==> src/design/scs_pkg.sv <==
package scs_pkg;
    // Result width and number of bit trials
    localparam int RES_W = 16;
    localparam logic [15:0] RESULT_RST = 16'h0000;
    localparam logic [15:0] MIDSCALE_SB = 16'h8000;
    localparam logic [15:0] SAT_HI_SB = 16'hFFFF;
    localparam logic [15:0] SAT_LO_SB = 16'h0000;
    localparam logic [15:0] MSB_WEIGHT = 16'h8000;

    // Clock and timing
    localparam int CLK_MHZ = 200;
    localparam int CONV_PERIOD_NS = 10000;
    localparam int CONV_PERIOD_CYC = CONV_PERIOD_NS * CLK_MHZ / 1000;
    localparam int TRIAL_NS = 200;
    localparam int TRIAL_CYC = (TRIAL_NS * CLK_MHZ + 999) / 1000;
    localparam int ACQ_NS = 1500;
    localparam int ACQ_CYC = (ACQ_NS * CLK_MHZ + 999) / 1000;
    localparam int CNT_W = 12;
    localparam logic [4:0] TRIAL_LAST = 5'h0F;

    // FIFO depth and register offsets
    localparam int FIFO_DEPTH = 16;
    localparam logic [11:0] CTRL_OFS = 12'h000;
    localparam logic [11:0] STATUS_OFS = 12'h004;
    localparam logic [11:0] DATA_OFS = 12'h008;
    localparam logic [11:0] COUNT_OFS = 12'h00C;
    localparam logic [31:0] CTRL_RST = 32'h0000_0000;
    localparam int CTRL_CODING_BIT = 0;
    localparam int CTRL_SLEEP_BIT = 1;
    localparam int CTRL_RESET_BIT = 2;

    typedef enum logic [2:0] {
        ST_IDLE = 3'b000,
        ST_ACQ = 3'b001,
        ST_WAIT = 3'b010,
        ST_TRIAL = 3'b011,
        ST_ASSEMBLE = 3'b100
    } scs_state_t;

    // Comparator feedback and analog range flags
    typedef struct packed {
        logic keep;
        logic over_range;
        logic under_range;
    } scs_cmp_t;

    // Conversion sample stored in the FIFO
    typedef struct packed {
        logic coding;
        logic [15:0] code;
    } scs_sample_t;

    // Straight binary to output coding
    function automatic logic [15:0] scs_format(input logic [15:0] sb, input logic twos);
        scs_format = twos ? {~sb[15], sb[14:0]} : sb;
    endfunction
endpackage

==> src/design/scs_sync.sv <==
module scs_sync (
    input wire logic pclk,
    input wire logic presetn,
    input wire logic din,
    output logic dout
);
    logic s1_reg;
    logic s2_reg;
    logic s3_reg;

    // Three stages; change accepted when stages two and three agree
    always_ff @(posedge pclk or negedge presetn) begin
        if (!presetn) begin
            s1_reg <= 1'b1;
            s2_reg <= 1'b1;
            s3_reg <= 1'b1;
            dout <= 1'b1;
        end else begin
            s1_reg <= din;
            s2_reg <= s1_reg;
            s3_reg <= s2_reg;
            if (s2_reg == s3_reg) begin
                dout <= s3_reg;
            end
        end
    end
endmodule

==> src/design/scs_fifo.sv <==
module scs_fifo #(
    parameter int WIDTH = 17,
    parameter int DEPTH = 16
) (
    input wire logic pclk,
    input wire logic presetn,
    input wire logic flush,
    input wire logic in_valid,
    output logic in_ready,
    input wire logic [WIDTH-1:0] in_data,
    output logic out_valid,
    input wire logic out_ready,
    output logic [WIDTH-1:0] out_data,
    output logic [$clog2(DEPTH):0] count
);
    localparam int AW = $clog2(DEPTH);
    logic [WIDTH-1:0] mem [DEPTH];
    logic [AW-1:0] wr_reg;
    logic [AW-1:0] rd_reg;
    logic push;
    logic pop;

    assign in_ready = (count != DEPTH[AW:0]);
    assign out_valid = (count != '0);
    assign out_data = mem[rd_reg];
    assign push = in_valid && in_ready;
    assign pop = out_valid && out_ready;

    // Storage written at the write index
    always_ff @(posedge pclk) begin
        if (push) begin
            mem[wr_reg] <= in_data;
        end
    end

    // Pointers and fill level
    always_ff @(posedge pclk or negedge presetn) begin
        if (!presetn) begin
            wr_reg <= '0;
            rd_reg <= '0;
            count <= '0;
        end else if (flush) begin
            wr_reg <= '0;
            rd_reg <= '0;
            count <= '0;
        end else begin
            if (push) begin
                wr_reg <= wr_reg + 1'b1;
            end
            if (pop) begin
                rd_reg <= rd_reg + 1'b1;
            end
            if (push && !pop) begin
                count <= count + 1'b1;
            end else if (pop && !push) begin
                count <= count - 1'b1;
            end
        end
    end
endmodule

==> src/design/scs_top.sv <==
module scs_top (
    input wire logic pclk,
    input wire logic presetn,
    input wire logic conversion_start_n,
    input wire logic coding_select,
    input wire logic sleep_request,
    input wire logic converter_reset,
    input wire scs_pkg::scs_cmp_t cmp,
    input wire logic psel,
    input wire logic penable,
    input wire logic pwrite,
    input wire logic [11:0] paddr,
    input wire logic [31:0] pwdata,
    output logic [31:0] prdata,
    output logic pready,
    output logic pslverr,
    output logic busy,
    output logic [15:0] trial_word,
    output logic sample_hold,
    output logic array_power,
    output logic [15:0] result,
    output logic result_valid
);
    import scs_pkg::*;

    // Sequencer state
    scs_state_t state_reg;

    // Synchronised pins and previous start level
    logic start_n_sync;
    logic coding_sync;
    logic sleep_sync;
    logic reset_sync;
    logic start_n_prev_reg;

    // Conversion counters and trial word
    logic [CNT_W-1:0] cnt_reg;
    logic [4:0] trial_reg;
    logic [15:0] weight_reg;
    logic [15:0] sar_reg;
    logic over_reg;
    logic under_reg;

    // Control register and effective controls
    logic [31:0] ctrl_reg;
    logic coding_eff;
    logic sleep_eff;
    logic reset_eff;
    logic start_fall;
    logic [15:0] code_next;
    logic in_trial;
    logic assemble_now;

    // Result buffer and bus side
    scs_sample_t fifo_in;
    scs_sample_t fifo_out;
    logic fifo_in_ready;
    logic fifo_out_valid;
    logic fifo_pop;
    logic fifo_push;
    logic [4:0] fifo_count;
    logic apb_access;
    logic [15:0] rate_cnt_reg;

    // Keep the trial bit or drop it, as the comparator decided
    function automatic logic [15:0] trial_keep(input logic [15:0] word,
        input logic [15:0] weight, input logic keep);
        trial_keep = keep ? word : (word & ~weight);
    endfunction

    // Pin inputs through three-stage synchronisers
    scs_sync u_sync_start (.pclk(pclk), .presetn(presetn), .din(conversion_start_n),
        .dout(start_n_sync));
    scs_sync u_sync_coding (.pclk(pclk), .presetn(presetn), .din(coding_select),
        .dout(coding_sync));
    scs_sync u_sync_sleep (.pclk(pclk), .presetn(presetn), .din(sleep_request),
        .dout(sleep_sync));
    scs_sync u_sync_reset (.pclk(pclk), .presetn(presetn), .din(converter_reset),
        .dout(reset_sync));

    // Pin or control bit may request each function
    assign coding_eff = coding_sync | ctrl_reg[CTRL_CODING_BIT];
    assign sleep_eff = sleep_sync | ctrl_reg[CTRL_SLEEP_BIT];
    assign reset_eff = reset_sync | ctrl_reg[CTRL_RESET_BIT];
    assign start_fall = start_n_prev_reg && !start_n_sync;
    assign apb_access = psel && penable;

    // Phase decodes shared by pins and result buffer
    assign in_trial = (state_reg == ST_TRIAL) && !reset_eff;
    assign assemble_now = (state_reg == ST_ASSEMBLE) && !reset_eff;

    // Final code from trial bits with saturation and coding
    always_comb begin
        if (over_reg) begin
            code_next = scs_format(SAT_HI_SB, !coding_eff);
        end else if (under_reg) begin
            code_next = scs_format(SAT_LO_SB, !coding_eff);
        end else begin
            code_next = scs_format(sar_reg, !coding_eff);
        end
    end

    // Previous start level for edge detection
    always_ff @(posedge pclk or negedge presetn) begin
        if (!presetn) begin
            start_n_prev_reg <= 1'b1;
        end else begin
            start_n_prev_reg <= start_n_sync;
        end
    end

    // Conversion sequencer
    always_ff @(posedge pclk or negedge presetn) begin
        if (!presetn) begin
            state_reg <= ST_ACQ;
            cnt_reg <= '0;
            trial_reg <= '0;
            weight_reg <= MSB_WEIGHT;
            sar_reg <= RESULT_RST;
            over_reg <= 1'b0;
            under_reg <= 1'b0;
        end else if (reset_eff) begin
            state_reg <= ST_ACQ;
            cnt_reg <= '0;
            trial_reg <= '0;
            weight_reg <= MSB_WEIGHT;
            sar_reg <= RESULT_RST;
            over_reg <= 1'b0;
            under_reg <= 1'b0;
        end else begin
            case (state_reg)
                ST_IDLE: begin
                    // Array stays off until sleep is released
                    if (!sleep_eff) begin
                        state_reg <= ST_ACQ;
                        cnt_reg <= '0;
                    end
                end
                ST_ACQ: begin
                    if (sleep_eff) begin
                        state_reg <= ST_IDLE;
                    end else if (cnt_reg == CNT_W'(ACQ_CYC - 1)) begin
                        // Start already low converts now, else wait for its edge
                        state_reg <= start_n_sync ? ST_WAIT : ST_TRIAL;
                        cnt_reg <= '0;
                        trial_reg <= '0;
                        weight_reg <= MSB_WEIGHT;
                        sar_reg <= MSB_WEIGHT;
                        over_reg <= 1'b0;
                        under_reg <= 1'b0;
                    end else begin
                        cnt_reg <= cnt_reg + 1'b1;
                    end
                end
                ST_WAIT: begin
                    // Sleep or a fresh falling edge of start leaves here
                    if (sleep_eff) begin
                        state_reg <= ST_IDLE;
                    end else if (start_fall) begin
                        state_reg <= ST_TRIAL;
                    end
                end
                ST_TRIAL: begin
                    if (cnt_reg == CNT_W'(TRIAL_CYC - 1)) begin
                        cnt_reg <= '0;
                        // Range flags stay set for the rest of this conversion
                        if (cmp.over_range) begin
                            over_reg <= 1'b1;
                        end
                        if (cmp.under_range) begin
                            under_reg <= 1'b1;
                        end
                        // Keep or drop trial bit, try next half weight
                        if (trial_reg == TRIAL_LAST) begin
                            sar_reg <= trial_keep(sar_reg, weight_reg, cmp.keep);
                            state_reg <= ST_ASSEMBLE;
                        end else begin
                            sar_reg <= trial_keep(sar_reg, weight_reg, cmp.keep)
                                | (weight_reg >> 1);
                            weight_reg <= weight_reg >> 1;
                            trial_reg <= trial_reg + 1'b1;
                        end
                    end else begin
                        cnt_reg <= cnt_reg + 1'b1;
                    end
                end
                ST_ASSEMBLE: begin
                    state_reg <= ST_ACQ;
                    cnt_reg <= '0;
                end
                default: begin
                    state_reg <= ST_ACQ;
                end
            endcase
        end
    end

    // Phase pins from flip-flops
    always_ff @(posedge pclk or negedge presetn) begin
        if (!presetn) begin
            busy <= 1'b0;
            trial_word <= '0;
            sample_hold <= 1'b0;
            array_power <= 1'b0;
        end else begin
            trial_word <= sar_reg;
            busy <= in_trial;
            sample_hold <= in_trial;
            array_power <= in_trial;
        end
    end

    // Final code latched with a one-cycle valid pulse
    always_ff @(posedge pclk or negedge presetn) begin
        if (!presetn) begin
            result <= RESULT_RST;
            result_valid <= 1'b0;
        end else begin
            result_valid <= assemble_now;
            if (assemble_now) begin
                result <= code_next;
            end
        end
    end

    // Results queued for software
    assign fifo_in.coding = coding_eff;
    assign fifo_in.code = code_next;
    assign fifo_push = assemble_now; // Full buffer drops it, no stall

    // Pop on the first access cycle only, so one read takes one word
    assign fifo_pop = apb_access && !pwrite && (paddr == DATA_OFS) && !pready;

    scs_fifo #(.WIDTH(17), .DEPTH(FIFO_DEPTH)) u_fifo (
        .pclk(pclk),
        .presetn(presetn),
        .flush(reset_eff),
        .in_valid(fifo_push),
        .in_ready(fifo_in_ready),
        .in_data(fifo_in),
        .out_valid(fifo_out_valid),
        .out_ready(fifo_pop),
        .out_data(fifo_out),
        .count(fifo_count)
    );

    // Conversions counted for rate monitoring
    always_ff @(posedge pclk or negedge presetn) begin
        if (!presetn) begin
            rate_cnt_reg <= '0;
        end else if (fifo_push) begin
            rate_cnt_reg <= rate_cnt_reg + 1'b1;
        end
    end

    // Control register writes
    always_ff @(posedge pclk or negedge presetn) begin
        if (!presetn) begin
            ctrl_reg <= CTRL_RST;
        end else if (apb_access && pwrite && !pready && paddr == CTRL_OFS) begin
            ctrl_reg <= {29'h0000_000, pwdata[2:0]};
        end
    end

    // APB answer one cycle into the access phase
    always_ff @(posedge pclk or negedge presetn) begin
        if (!presetn) begin
            pready <= 1'b0;
            pslverr <= 1'b0;
            prdata <= 32'h0000_0000;
        end else if (apb_access && !pready) begin
            pready <= 1'b1;
            pslverr <= 1'b0;
            prdata <= 32'h0000_0000;
            // Unmapped offsets answer with an error and zero data
            case (paddr)
                CTRL_OFS: prdata <= ctrl_reg;
                STATUS_OFS: prdata <= {20'h0_0000, fifo_count, fifo_in_ready,
                    fifo_out_valid, busy, state_reg, 1'b0};
                DATA_OFS: prdata <= {14'h0000, fifo_out_valid, fifo_out};
                COUNT_OFS: prdata <= {16'h0000, rate_cnt_reg};
                default: pslverr <= 1'b1;
            endcase
        end else begin
            pready <= 1'b0;
            pslverr <= 1'b0;
        end
    end
endmodule

==> config.mk <==
export PLATFORM = sky130hd
export DESIGN_NAME = scs_top
export DESIGN_NICKNAME = d
export VERILOG_FILES = /design/src/design/scs_pkg.sv /design/src/design/scs_sync.sv /design/src/design/scs_fifo.sv /design/src/design/scs_top.sv
export SDC_FILE = /design/constraint.sdc
export NUM_CORES = 1
export LEC_CHECK = 0
export ABC_AREA = 1
export BUFFER_PORTS_ARGS = -buffer_cell sky130_fd_sc_hd__buf_2
export CAP_MARGIN = 30
export CORE_ASPECT_RATIO = 0.75
export CORE_UTILIZATION = 45
export CTS_CLUSTER_SIZE = 14
export DETAILED_ROUTE_END_ITERATION = 12
export GPL_ROUTABILITY_DRIVEN = 0
export PLACE_DENSITY = 0.67
export REMOVE_ABC_BUFFERS = 1
export SYNTH_ARGS = -nofsm -noshare
export SYNTH_HDL_FRONTEND = slang
export SYNTH_SLANG_ARGS = --single-unit
==> constraint.sdc <==
create_clock -name pclk -period 2.9 [get_ports pclk]
set_input_delay 0.87 -clock pclk [delete_from_list [all_inputs] [get_ports pclk]]
set_output_delay 0.87 -clock pclk [all_outputs]
set_load 0.02 [all_outputs]
==> impl_results.md, run 1 <==
* Clock buffer depth at 3
* Net Sw Power at 0.004694 W
* Leakage power at 8.632 nW
* Initial DRT Pass Iterations at 7
* Switching Share at 30.84%
* Worst skew pair latency at 0.55 ns
* Post-CTS setup buffers at 0
* Pin count of the biggest net entering global routing at 140
* Final HPWL DP at 29.74 mm
* Period utilisation layout at 84.05%
* Fin crit period at 2.438 ns
* Tightest Pin Transition at 1.006 ns
* CP max FO at 11
* GR Util All Layers at 22.36%
* CTS Buf Count at 41
* Hold buffers post-CTS at 0
* Area of the mapped netlist at 0.01833 mm²
* IO Count at 126
* FF-to-FF setup slack at 0.46 ns
* Design area at 0.02086 mm²
* Commonest non-fill, non-tap cell in the layout: nand2_1
* Leading registers by flop count: u_fifo.mem: 272 flops, prdata: 18 flops
* Initial Util at 46.03%
* Critical path class: reg2reg
* Sequential area share after synthesis at 66.14%
* Crit path DAT at 2.88 ns
* Root Buffer: clkbuf_16
* Die Y at 176.8 µm
* GR Overflow Total at 0
* Port Buffers at 82
* Setup crit start: ctrl_reg[2]
* H-tree levels at 2
* CTS tree: done
* Worst hold path class: in2async
* Worst vdd ir at 0.5164 mV
* DR WL/cell at 19.33 µm
* Largest register by flop count: u_fifo.mem
* Reg clk slew, reported paths at 0.06 ns
* Max_cap viols at 0
* Fmax at 0.4103 GHz
* Comb pwr share at 20.3%
* Slew HR at 32.97%
* Worst r2r src: ctrl_reg[2]
* Clock Skew at 0.01275 ns
* # DRC at 0
* Total number of vias at 13206
* Area after DPL at 0.01966 mm²
* Slew Limit Fails at 0
* Pint at 0.01053 W
* Final #Nets at 1924
* Mapped Avg Cell Area at 10.51 µm²
* Max FFs per register at 272
* Die area at 0.04154 mm²
* Core area at 0.03981 mm²
* Detail Route Antenna Nets at 0
* Final setup violation count at 0
* Final Hold Vio Count at 0
* Sequential Power Share at 47.3%
* Average via count per standard cell at 5.493
* Yosys cell types at 44
* Worst setup SP type: flip-flop
* Power Density at 729.7 mW/mm²
* Iter 0 DRT Violations at 1377
* Row count at 63
* RSZ-0062 raised after global routing: false
* Total wire length at 46.47 mm
* CTS resizes at 0
* Most frequent cells in the layout: nand2_1 (387), edfxtp_1 (272), nor2_1 (191), o21ai_0 (137), dfrtp_1 (137)
* Vias in the first global route at 12283
* Worst r2r dst: u_fifo.count[4]
* First-pass GRT wire length at 71.83 mm
* # clock sinks at 429
* Fin util at 52.41%
* Initial antenna violation count at 2
* Antenna Cells at 0
* Clock power share at 32.5%
* Share of layout cells above drive strength 1 at 14.97%
* Worst R2R Path Depth at 16
* Crit. End Element: flip-flop
* TNS Setup at 0 ns
* Yosys warns at 0
* Die span in x at 235.0 µm
* Syn-to-layout area delta at 13.85%
* Post-Synthesis Cells at 1743
* Yosys reg bits at 429
* Outcome: completed
* CP required at 3.34 ns
per-stage QoR:
stage          cells  worst slack [ns]  hold WS, ns  power, W
6_report        2404            0.4625       0.2707   0.01522
4_1_cts         2404            0.4658       0.2665   0.01530
5_1_grt         2404            0.2568       0.2866   0.01588
3_3_place_gp    2330            0.1683       0.3460   0.01030
3_5_place_dp    2331            0.1609       0.3468   0.01037
2_1_floorplan   1660            -2.452       0.3452  0.009082
critical path, cell delays in order, from the launching register on:
cell and delay, ns:
dfrtp_1 0.41, nor2_2 0.19, nand2_1 0.12, nor2_4 0.11, inv_2 0.07, nor2_8 0.20, o21ai_2 0.11, buf_12 0.16
fa_1 0.41, nand3_1 0.12, nand3_1 0.08, nand2_1 0.09, inv_1 0.04, nand2_1 0.06, nand2_1 0.05, nand2_1 0.06
nand2_1 0.05
area by class of cell:
type	instances	area, µm²
Fill cell	3464	18940
Clock buffer	57	1116
Multi-Input combinational cell	1125	5433
Tap cell	520	650.6
Sequential cell	429	12120
Inverter	106	399.1
Timing Repair Buffer	151	1055
Clock inverter	16	86.33
power groups by stage:
stage / sequential [W] / combinational [W] / clock (W)
2_1_floorplan: 0.00748 / 0.00161 / 0
3_3_place_gp: 0.00731 / 0.00299 / 0
3_5_place_dp: 0.00731 / 0.00306 / 0
4_1_cts: 0.00719 / 0.00307 / 0.00504
5_1_grt: 0.00721 / 0.00340 / 0.00528
6_report: 0.00719 / 0.00309 / 0.00494
layer usage:
| layer | track usage [%] | vias to the layer above | part of all wire, % |
|---|---|---|---|
| met2 | 33.17 | 513 | 43 |
| li1 | - | 6154 | - |
| met5 | 0 | - | 0 |
| met4 | 5.126 | 0 | 1.8 |
| met1 | 34.18 | 6483 | 47 |
| met3 | 3.852 | 56 | 7.9 |
synth_stat cells, drive strengths merged:
cell | count | area, µm²
o31ai | 3 | 22.52
dfrtp | 138 | 3453
nor2 | 221 | 907.1
o211ai | 22 | 165.2
a21boi | 1 | 18.77
or2 | 1 | 6.260
nor3 | 25 | 125.1
a31oi | 2 | 12.51
mux2 | 3 | 33.78
ha | 13 | 162.7
a211oi | 1 | 7.510
nand4 | 21 | 131.4
inv | 106 | 397.9
dfstp | 19 | 499.2
edfxtp | 272 | 8168
o2111ai | 3 | 26.28
xnor2 | 4 | 35.03
nand3 | 99 | 500.5
nor3b | 2 | 15.01
buf | 46 | 291.5
o22ai | 20 | 125.1
o21ai | 157 | 789.5
fa | 1 | 20.02
xor2 | 13 | 113.9
nand2 | 394 | 1501
a21oi | 84 | 431.7
maj3 | 4 | 40.04
a22oi | 15 | 112.6
o211a | 2 | 20.02
clkbuf | 50 | 187.7
conb | 1 | 3.750
how the worst max path moves through the flow:
stage                            endpoint  slack (ns)  depth (start not counted)
after floorplan                prdata[13]       -2.45                          7
after global placement    u_fifo.count[4]        0.17                         17
after detailed placement  u_fifo.count[4]        0.16                         16
after CTS                 u_fifo.count[4]        0.47                         16
after global routing      u_fifo.count[4]        0.26                         16
final                     u_fifo.count[4]        0.46                         16
cell families (layout without fill, tap and decap cells):
group	count (synthesis)	in the layout	share of synthesized area, %
mux	3	3	0.1843
simple gates	763	763	17.39
compound gates	310	310	9.450
xor+xnor	17	17	0.8125
buf+inv	202	330	4.786
flops	429	429	66.14
other cells	1	14	0.02046
fa+ha+maj	18	18	1.215
(Power assumes the default switching activity.)
==> run 2: changes to the inputs <==
- PLACE_DENSITY: 0.67 -> 0.7
- clock period: 2.9 -> 1.96 ns (I/O delays scaled with it)
==> impl_results.md, run 2 (same netlist as run 1, synthesis figures left out) <==
* CP Cell Sequence: nor2_2 -> nand2_2 -> nor2_4 -> inv_4 -> nor2_8 -> o21ai_4 -> buf_4 -> buf_6 -> buf_6 -> ha_4 -> a21oi_4 -> nand2_2 -> xor2_1 -> nand2_1 -> nand2_1 (was nor2_2 -> nand2_1 -> nor2_4 -> inv_2 -> nor2_8 -> o21ai_2 -> buf_12 -> fa_1 -> nand3_1 -> nand3_1 -> nand2_1 -> inv_1 -> nand2_1 -> nand2_1 -> nand2_1 -> nand2_1)
* Largest register by flop count: u_fifo.mem (unchanged)
* Detail Route Antenna Nets at 0 (unchanged)
* GR Overflow Total at 0 (unchanged)
* Final Hold Vio Count at 0 (unchanged)
* Average via count per standard cell at 5.553 (was 5.493)
* Power Density at 1080 mW/mm² (was 729.7 mW/mm²)
* Max FFs per register at 272 (unchanged)
* Final #Nets at 2017 (was 1924)
* Antenna Cells at 0 (unchanged)
* Slowest CP cell: dfrtp_1 (unchanged)
* Clock Skew at 0.01407 ns (was 0.01275 ns)
* Root Buffer: clkbuf_16 (unchanged)
* Die span in x at 235.0 µm (unchanged)
* FF-to-FF setup slack at -0.16 ns (was 0.46 ns)
* Total wire length at 49.91 mm (was 46.47 mm)
* Initial antenna violation count at 0 (was 2)
* Area after DPL at 0.02050 mm² (was 0.01966 mm²)
* Hold slack at 0.1287 ns (was 0.2707 ns)
* Violated checks: negative setup slack
* Critical path class: reg2reg (unchanged)
* Row count at 63 (unchanged)
* Critical path's largest stage delay at 0.39 ns (was 0.41 ns)
* Pin count of the biggest net entering global routing at 73 (was 140)
* Port Buffers at 82 (unchanged)
* Worst R2R Path Depth at 15 (was 16)
* Filler cell count at 3288 (was 3464)
* Initial DRT Pass Iterations at 6 (was 7)
* Worst vdd ir at 0.6707 mV (was 0.5164 mV)
* TNS Setup at -0.5253 ns (was 0 ns)
* Design area at 0.02226 mm² (was 0.02086 mm²)
* Commonest non-fill, non-tap cell in the layout: nand2_1 (unchanged)
* IO Count at 126 (unchanged)
* Worst skew pair latency at 0.56 ns (was 0.55 ns)
* Most frequent cells in the layout: nand2_1 (377), edfxtp_1 (272), nor2_1 (189), dfrtp_1 (137), o21ai_0 (136) (was nand2_1 (387), edfxtp_1 (272), nor2_1 (191), o21ai_0 (137), dfrtp_1 (137))
* Hold Path Depth at 1
* Die area at 0.04154 mm² (unchanged)
* Slew Limit Fails at 0 (unchanged)
* CP required at 2.40 ns (was 3.34 ns)
* First-pass GRT wire length at 74.87 mm (was 71.83 mm)
* DR WL/cell at 19.97 µm (was 19.33 µm)
* Worst setup SP type: flip-flop (unchanged)
* H-tree levels at 2 (unchanged)
* Hold_sp: converter_reset
* Kind of cell adding the most delay to the critical path: simple AND/OR/NAND/NOR gates (unchanged)
* CP bufs+invs at 4 (was 3)
* # DRC at 0 (unchanged)
* Iter 0 DRT Violations at 1658 (was 1377)
* Die Y at 176.8 µm (unchanged)
* Period utilisation layout at 108.2% (was 84.05%)
* Syn-to-layout area delta at 21.45% (was 13.85%)
* Total number of vias at 13878 (was 13206)
* # clock sinks at 429 (unchanged)
* Final setup violation count at 25 (was 0)
* Fin crit period at 2.121 ns (was 2.438 ns)
* Share of layout cells above drive strength 1 at 20.41% (was 14.97%)
* Final HPWL DP at 31.41 mm (was 29.74 mm)
* Crit. End Element: flip-flop (unchanged)
* Initial Util at 46.03% (unchanged)
* Tightest Pin Transition at 0.9816 ns (was 1.006 ns)
* Core area at 0.03981 mm² (unchanged)
* GR Util All Layers at 23.48% (was 22.36%)
* Outcome: finished with violations (was completed)
* CTS Buf Count at 40 (was 41)
* Slew HR at 34.56% (was 32.97%)
* Worst hold path class: in2reg (was in2async)
* Leading registers by flop count: u_fifo.mem: 272 flops, prdata: 18 flops (unchanged)
* Setup crit start: ctrl_reg[2] (unchanged)
* Setup Slack @ Placement at -0.4937 ns (was 0.1609 ns)
* Fmax at 0.4715 GHz (was 0.4103 GHz)
* Hold Crit Endpoint: u_sync_reset.s1_reg
* Final critical-path setup slack at -0.1610 ns (was 0.4625 ns)
* Worst r2r dst: u_fifo.count[3] (was u_fifo.count[4])
* Leakage power at 9.300 nW (was 8.632 nW)
* Worst r2r src: ctrl_reg[2] (unchanged)
* RSZ-0062 raised after global routing: true (was false)
* CTS tree: done (unchanged)
* CP Depth at 15 (was 16)
* Clock buffer depth at 3 (unchanged)
* CP max FO at 3 (was 11)
* Vias in the first global route at 12903 (was 12283)
* Crit path DAT at 2.56 ns (was 2.88 ns)
* Max_cap viols at 0 (unchanged)
* Reg clk slew, reported paths at 0.06 ns (about the same)
==> run 2: power breakdown <==
group          total (W)  internal (W)  switching (W)
Sequential        0.0106        0.0104       0.000239
Clock            0.00788       0.00449        0.00339
Combinational    0.00553       0.00184        0.00369
Total             0.0240        0.0167        0.00732
==> run 2: what timing repair did <==
item	in CTS	in global routing
pin swaps	8	13
cloned	0	4
setup endpoints to repair	79	327
resized for setup	15	41
hold endpoints to repair	22	0
buffers inserted	4	9
hold buffers	1	0
==> run 2: worst max-delay path by stage <==
stage,to,slack [ns]
finish,u_fifo.count[3],-0.16
global route,u_fifo.count[4],-0.29
CTS,u_fifo.count[4],-0.15
detailed placement,u_fifo.count[4],-0.49
global placement,u_fifo.count[4],-0.40
floorplan,prdata[13],-3.39
==> run 2: area by class of cell <==
cell class	instances	area, µm²	share of cell area, %
tap	520	650.6	2.923
timing repair buffer	245	2166	9.732
inverter	106	405.4	1.822
clock inverter	13	126.4	0.5678
clock buffer	61	1194	5.363
multi-input combinational	1125	5589	25.11
sequential	429	12120	54.48
==> run 2: stage by stage <==
| stage | total power [W] | util (%) | cells |
|---|---|---|---|
| 2_1_floorplan | 0.01344 | - | 1660 |
| 3_3_place_gp | 0.01577 | 51.49 | 2407 |
| 3_5_place_dp | 0.01591 | 51.49 | 2407 |
| 4_1_cts | 0.02373 | 55.05 | 2486 |
| 5_1_grt | 0.02498 | 55.91 | 2499 |
| 6_report | 0.02404 | 55.91 | 2499 |
==> run 2: metal layers <==
layer	global-route usage [%]	vias up	wire [µm]
met5	0	-	0
met4	5.099	0	829
met3	3.540	69	4655
met2	36.10	700	22270
met1	35.28	6757	22160
li1	-	6352	-
==> run 3: changes to the inputs <==
- ABC_AREA: 1 -> unset
- RECOVER_POWER: unset -> 50
==> impl_results.md, run 3 <==
* Outcome: finished with violations (unchanged)
* Violated checks: negative setup slack (unchanged)
* Post-synth EDFFs at 272 (unchanged)
* Max_cap viols at 0 (unchanged)
* Fin util at 57.50% (was 55.91%)
* Worst skew pair latency at 0.55 ns (was 0.56 ns)
* FF/Latch Area at 0.01213 mm² (was 0.01212 mm²)
* XOR/XNOR share of the synthesized area at 1.501% (was 0.8125%)
* Power Density at 947.8 mW/mm² (was 1080 mW/mm²)
* Fin crit period at 2.791 ns (was 2.121 ns)
* Yosys cell types at 70 (was 44)
* RSZ-0062 raised after global routing: true (unchanged)
* Max FFs per register at 272 (unchanged)
* Overall power at 0.02089 W (was 0.02404 W)
* # placed instances at 1775 (was 2407)
* Crit path DAT at 3.22 ns (was 2.56 ns)
* Worst r2r src: u_fifo.count[1] (was ctrl_reg[2])
* Mapped Avg Cell Area at 16.09 µm² (was 10.51 µm²)
* Main synth FF type: edfxtp_1 (unchanged)
* Critical path class: in2reg (was reg2reg)
* Detail Route Antenna Nets at 0 (unchanged)
* Clock buffer depth at 3 (unchanged)
* Pin count of the biggest net entering global routing at 57 (was 73)
* Worst R2R Path Depth at 11 (was 15)
* Setup Slack @ Placement at -1.445 ns (was -0.4937 ns)
* Share of layout cells above drive strength 1 at 38.98% (was 20.41%)
* Worst vdd ir at 1.097 mV (was 0.6707 mV)
* Design area at 0.02203 mm² (was 0.02226 mm²)
* Mux cell area share after synthesis at 12.67% (was 0.1844%)
* Most numerous cell in the Yosys netlist: edfxtp_1 (was nand2_1)
* Fmax at 0.3582 GHz (was 0.4715 GHz)
* Hold Path Depth at 1 (unchanged)
* Slew Limit Fails at 0 (unchanged)
* Area of the mapped netlist at 0.01751 mm² (was 0.01833 mm²)
* Average via count per standard cell at 5.653 (was 5.553)
* Final std cells w/o fill at 1887 (was 2499)
* Post-synthesis adder-cell area fraction at 1.272% (was 1.215%)
* Compound-Gate Fraction of Synth Area at 7.103% (was 9.450%)
* Largest register by flop count: u_fifo.mem (unchanged)
* Initial DRT Pass Iterations at 5 (was 6)
* Worst r2r dst: u_fifo.count[4] (was u_fifo.count[3])
* Synth top area share at 46.65% (was 44.57%)
* Core area at 0.03832 mm² (was 0.03981 mm²)
* Final HPWL DP at 26.88 mm (was 31.41 mm)
* Area occupied by multi-input gates at 0.005502 mm² (was 0.005589 mm²)
* DR WL/cell at 22.48 µm (was 19.97 µm)
* Filler cell count at 2844 (was 3288)
* Root Buffer: clkbuf_16 (unchanged)
* Slew HR at 43.84% (was 34.56%)
* GR Overflow Total at 0 (unchanged)
* Period utilisation layout at 142.4% (was 108.2%)
* Antenna Cells at 0 (unchanged)
* Total number of vias at 10668 (was 13878)
* Worst hold path class: in2reg (unchanged)
* Port Buffers at 82 (unchanged)
* Final critical-path setup slack at -0.8315 ns (was -0.1610 ns)
* # clock sinks at 429 (unchanged)
* CTS Buf Count at 41 (was 40)
* Most frequent cells in the layout: edfxtp_1 (272), dfrtp_1 (135), buf_4 (111), buf_2 (81), mux4_2 (68) (was nand2_1 (377), edfxtp_1 (272), nor2_1 (189), dfrtp_1 (137), o21ai_0 (136))
* Hold Crit Endpoint: u_sync_coding.s1_reg (was u_sync_reset.s1_reg)
* Iter 0 DRT Violations at 954 (was 1658)
* IO Count at 126 (unchanged)
* Hold_sp: coding_select (was converter_reset)
* Initial Util at 45.69% (was 46.03%)
* Vias in the first global route at 10537 (was 12903)
* Final setup violation count at 346 (was 25)
* Die Y at 172.8 µm (was 176.8 µm)
* FF-to-FF setup slack at -0.81 ns (was -0.16 ns)
* Post-Synthesis Cells at 1088 (was 1743)
* H-tree levels at 2 (unchanged)
* Reg clk slew, reported paths at 0.07 ns (was 0.06 ns)
* Tightest Pin Transition at 0.8424 ns (was 0.9816 ns)
* Sequential area share after synthesis at 69.22% (was 66.14%)
* Yosys top cell by area: edfxtp_1 (unchanged)
* Commonest non-fill, non-tap cell in the layout: edfxtp_1 (was nand2_1)
* Yosys warns at 0 (unchanged)
* Synth top cells by count: edfxtp_1 (272), dfrtp_1 (138), mux4_2 (68) (was nand2_1 (387), edfxtp_1 (272), nor2_1 (209))
* Largest family of logic cells by synthesized area: multiplexers (was simple AND/OR/NAND/NOR gates)
* CP max FO at 2 (was 3)
* Main area contributors after synthesis: edfxtp_1 (47%), dfrtp_1 (20%), mux4_2 (8.7%) (was edfxtp_1 (45%), dfrtp_1 (19%), nand2_1 (7.9%))
* Leakage power at 8.485 nW (was 9.300 nW)
* Die area at 0.03971 mm² (was 0.04154 mm²)
* Final #Nets at 1413 (was 2017)
* Die span in x at 229.8 µm (was 235.0 µm)
* Post-Synth Simple-Gate Area at 5.459% (was 17.39%)
* GR Util All Layers at 20.97% (was 23.48%)
* Row count at 62 (was 63)
* Clock Skew at 0.01457 ns (was 0.01407 ns)
* Leading registers by flop count: u_fifo.mem: 272 flops, prdata: 18 flops (unchanged)
* Total wire length at 42.42 mm (was 49.91 mm)
* CTS tree: done (unchanged)
* Worst setup SP type: input port (was flip-flop)
* Async SR Flop Fraction at 36.60% (unchanged)
* First-pass GRT wire length at 63.06 mm (was 74.87 mm)
* Crit. End Element: flip-flop (unchanged)
* Area after DPL at 0.01974 mm² (was 0.02050 mm²)
* Yosys reg bits at 429 (unchanged)
* Final Hold Vio Count at 0 (unchanged)
* Syn-to-layout area delta at 25.84% (was 21.45%)
* CP required at 2.39 ns (was 2.40 ns)
* # DRC at 0 (unchanged)
* Initial antenna violation count at 1 (was 0)
run 3: cell count changes in the layout (fill, tap and decap cells not counted), moves of 61 or more:
| cell | before | now |
|---|---|---|
| nand2_1 | 377 | 47 |
| a21oi_1 | 81 | 20 |
| mux4_2 | 0 | 68 |
| o21ai_0 | 136 | 34 |
| nor2_1 | 189 | 41 |
| nand3_1 | 94 | 13 |
run 3: cells by family (layout without fill, tap and decap cells):
kind of cell,Yosys count,in the layout
xor gates and xnor gates,30,30
and+or+nand+nor,190,190
AOI/OAI and AO/OA,181,182
DFF,429,429
muxes,131,131
buffers and inverters,108,381
adders and majority gates,18,18
other,1,14
run 3: layout make-up:
class / count / share of cell area (%)
sequential: 429 / 55.03
timing repair buffer: 270 / 10.65
clock buffer: 56 / 5.003
tap: 512 / 2.907
multi-input combinational: 565 / 24.97
clock inverter: 19 / 0.8290
inverter: 36 / 0.6133
run 3: metrics by stage:
stage	hold WS [ns]	TNS, ns
final	0.1354	-77.99
after floorplan	0.2924	-239.54
after detailed placement	0.3472	-100.93
after CTS	0.1162	-68.77
after global placement	0.3453	-88.24
after global routing	0.1176	-105.75
run 3: per-layer routing:
| metal | GRT usage [%] | wire length (µm) | vias to the layer above |
|---|---|---|---|
| li1 | - | - | 4688 |
| met1 | 31.34 | 18840 | 5515 |
| met2 | 32.12 | 19750 | 396 |
| met3 | 3.578 | 2956 | 69 |
| met4 | 5.215 | 865 | 0 |
| met5 | 0 | 0 | - |
run 3: worst max path at each step:
| stage | start | to | slack [ns] |
|---|---|---|---|
| 2_1_floorplan | u_fifo.rd_reg[0] | prdata[12] | -2.31 |
| 3_3_place_gp | paddr[7] | u_fifo.count[4] | -1.38 |
| 3_5_place_dp | paddr[7] | u_fifo.count[4] | -1.45 |
| 4_1_cts | u_fifo.count[2] | u_fifo.count[4] | -0.84 |
| 5_1_grt | u_fifo.count[1] | u_fifo.count[4] | -0.88 |
| 6_report | paddr[5] | u_fifo.count[4] | -0.83 |
run 3: worst max-delay path: stages:
cell      delay (ns)
buf_6           0.09
or4b_1          0.52
or4_4           0.58
or2_4           0.27
nand2_4         0.09
ha_4            0.20
a21o_1          0.18
a21oi_2         0.13
nand2_1         0.08
o2111a_1        0.24
a221o_1         0.25
run 3: power by group:
part	internal, W	switching, W
Clock	0.00436	0.00335
Combinational	0.000545	0.00156
Sequential	0.0108	0.000306
run 3: timing repair:
action / in CTS / in global routing
gates resized for setup: 82 / 98
pin swaps: 23 / 21
gates cloned: 3 / 3
endpoints found under the hold margin: 18 / 0
buffers inserted: 34 / 21
hold buffers: 1 / 0
setup endpoints to repair: 330 / 364
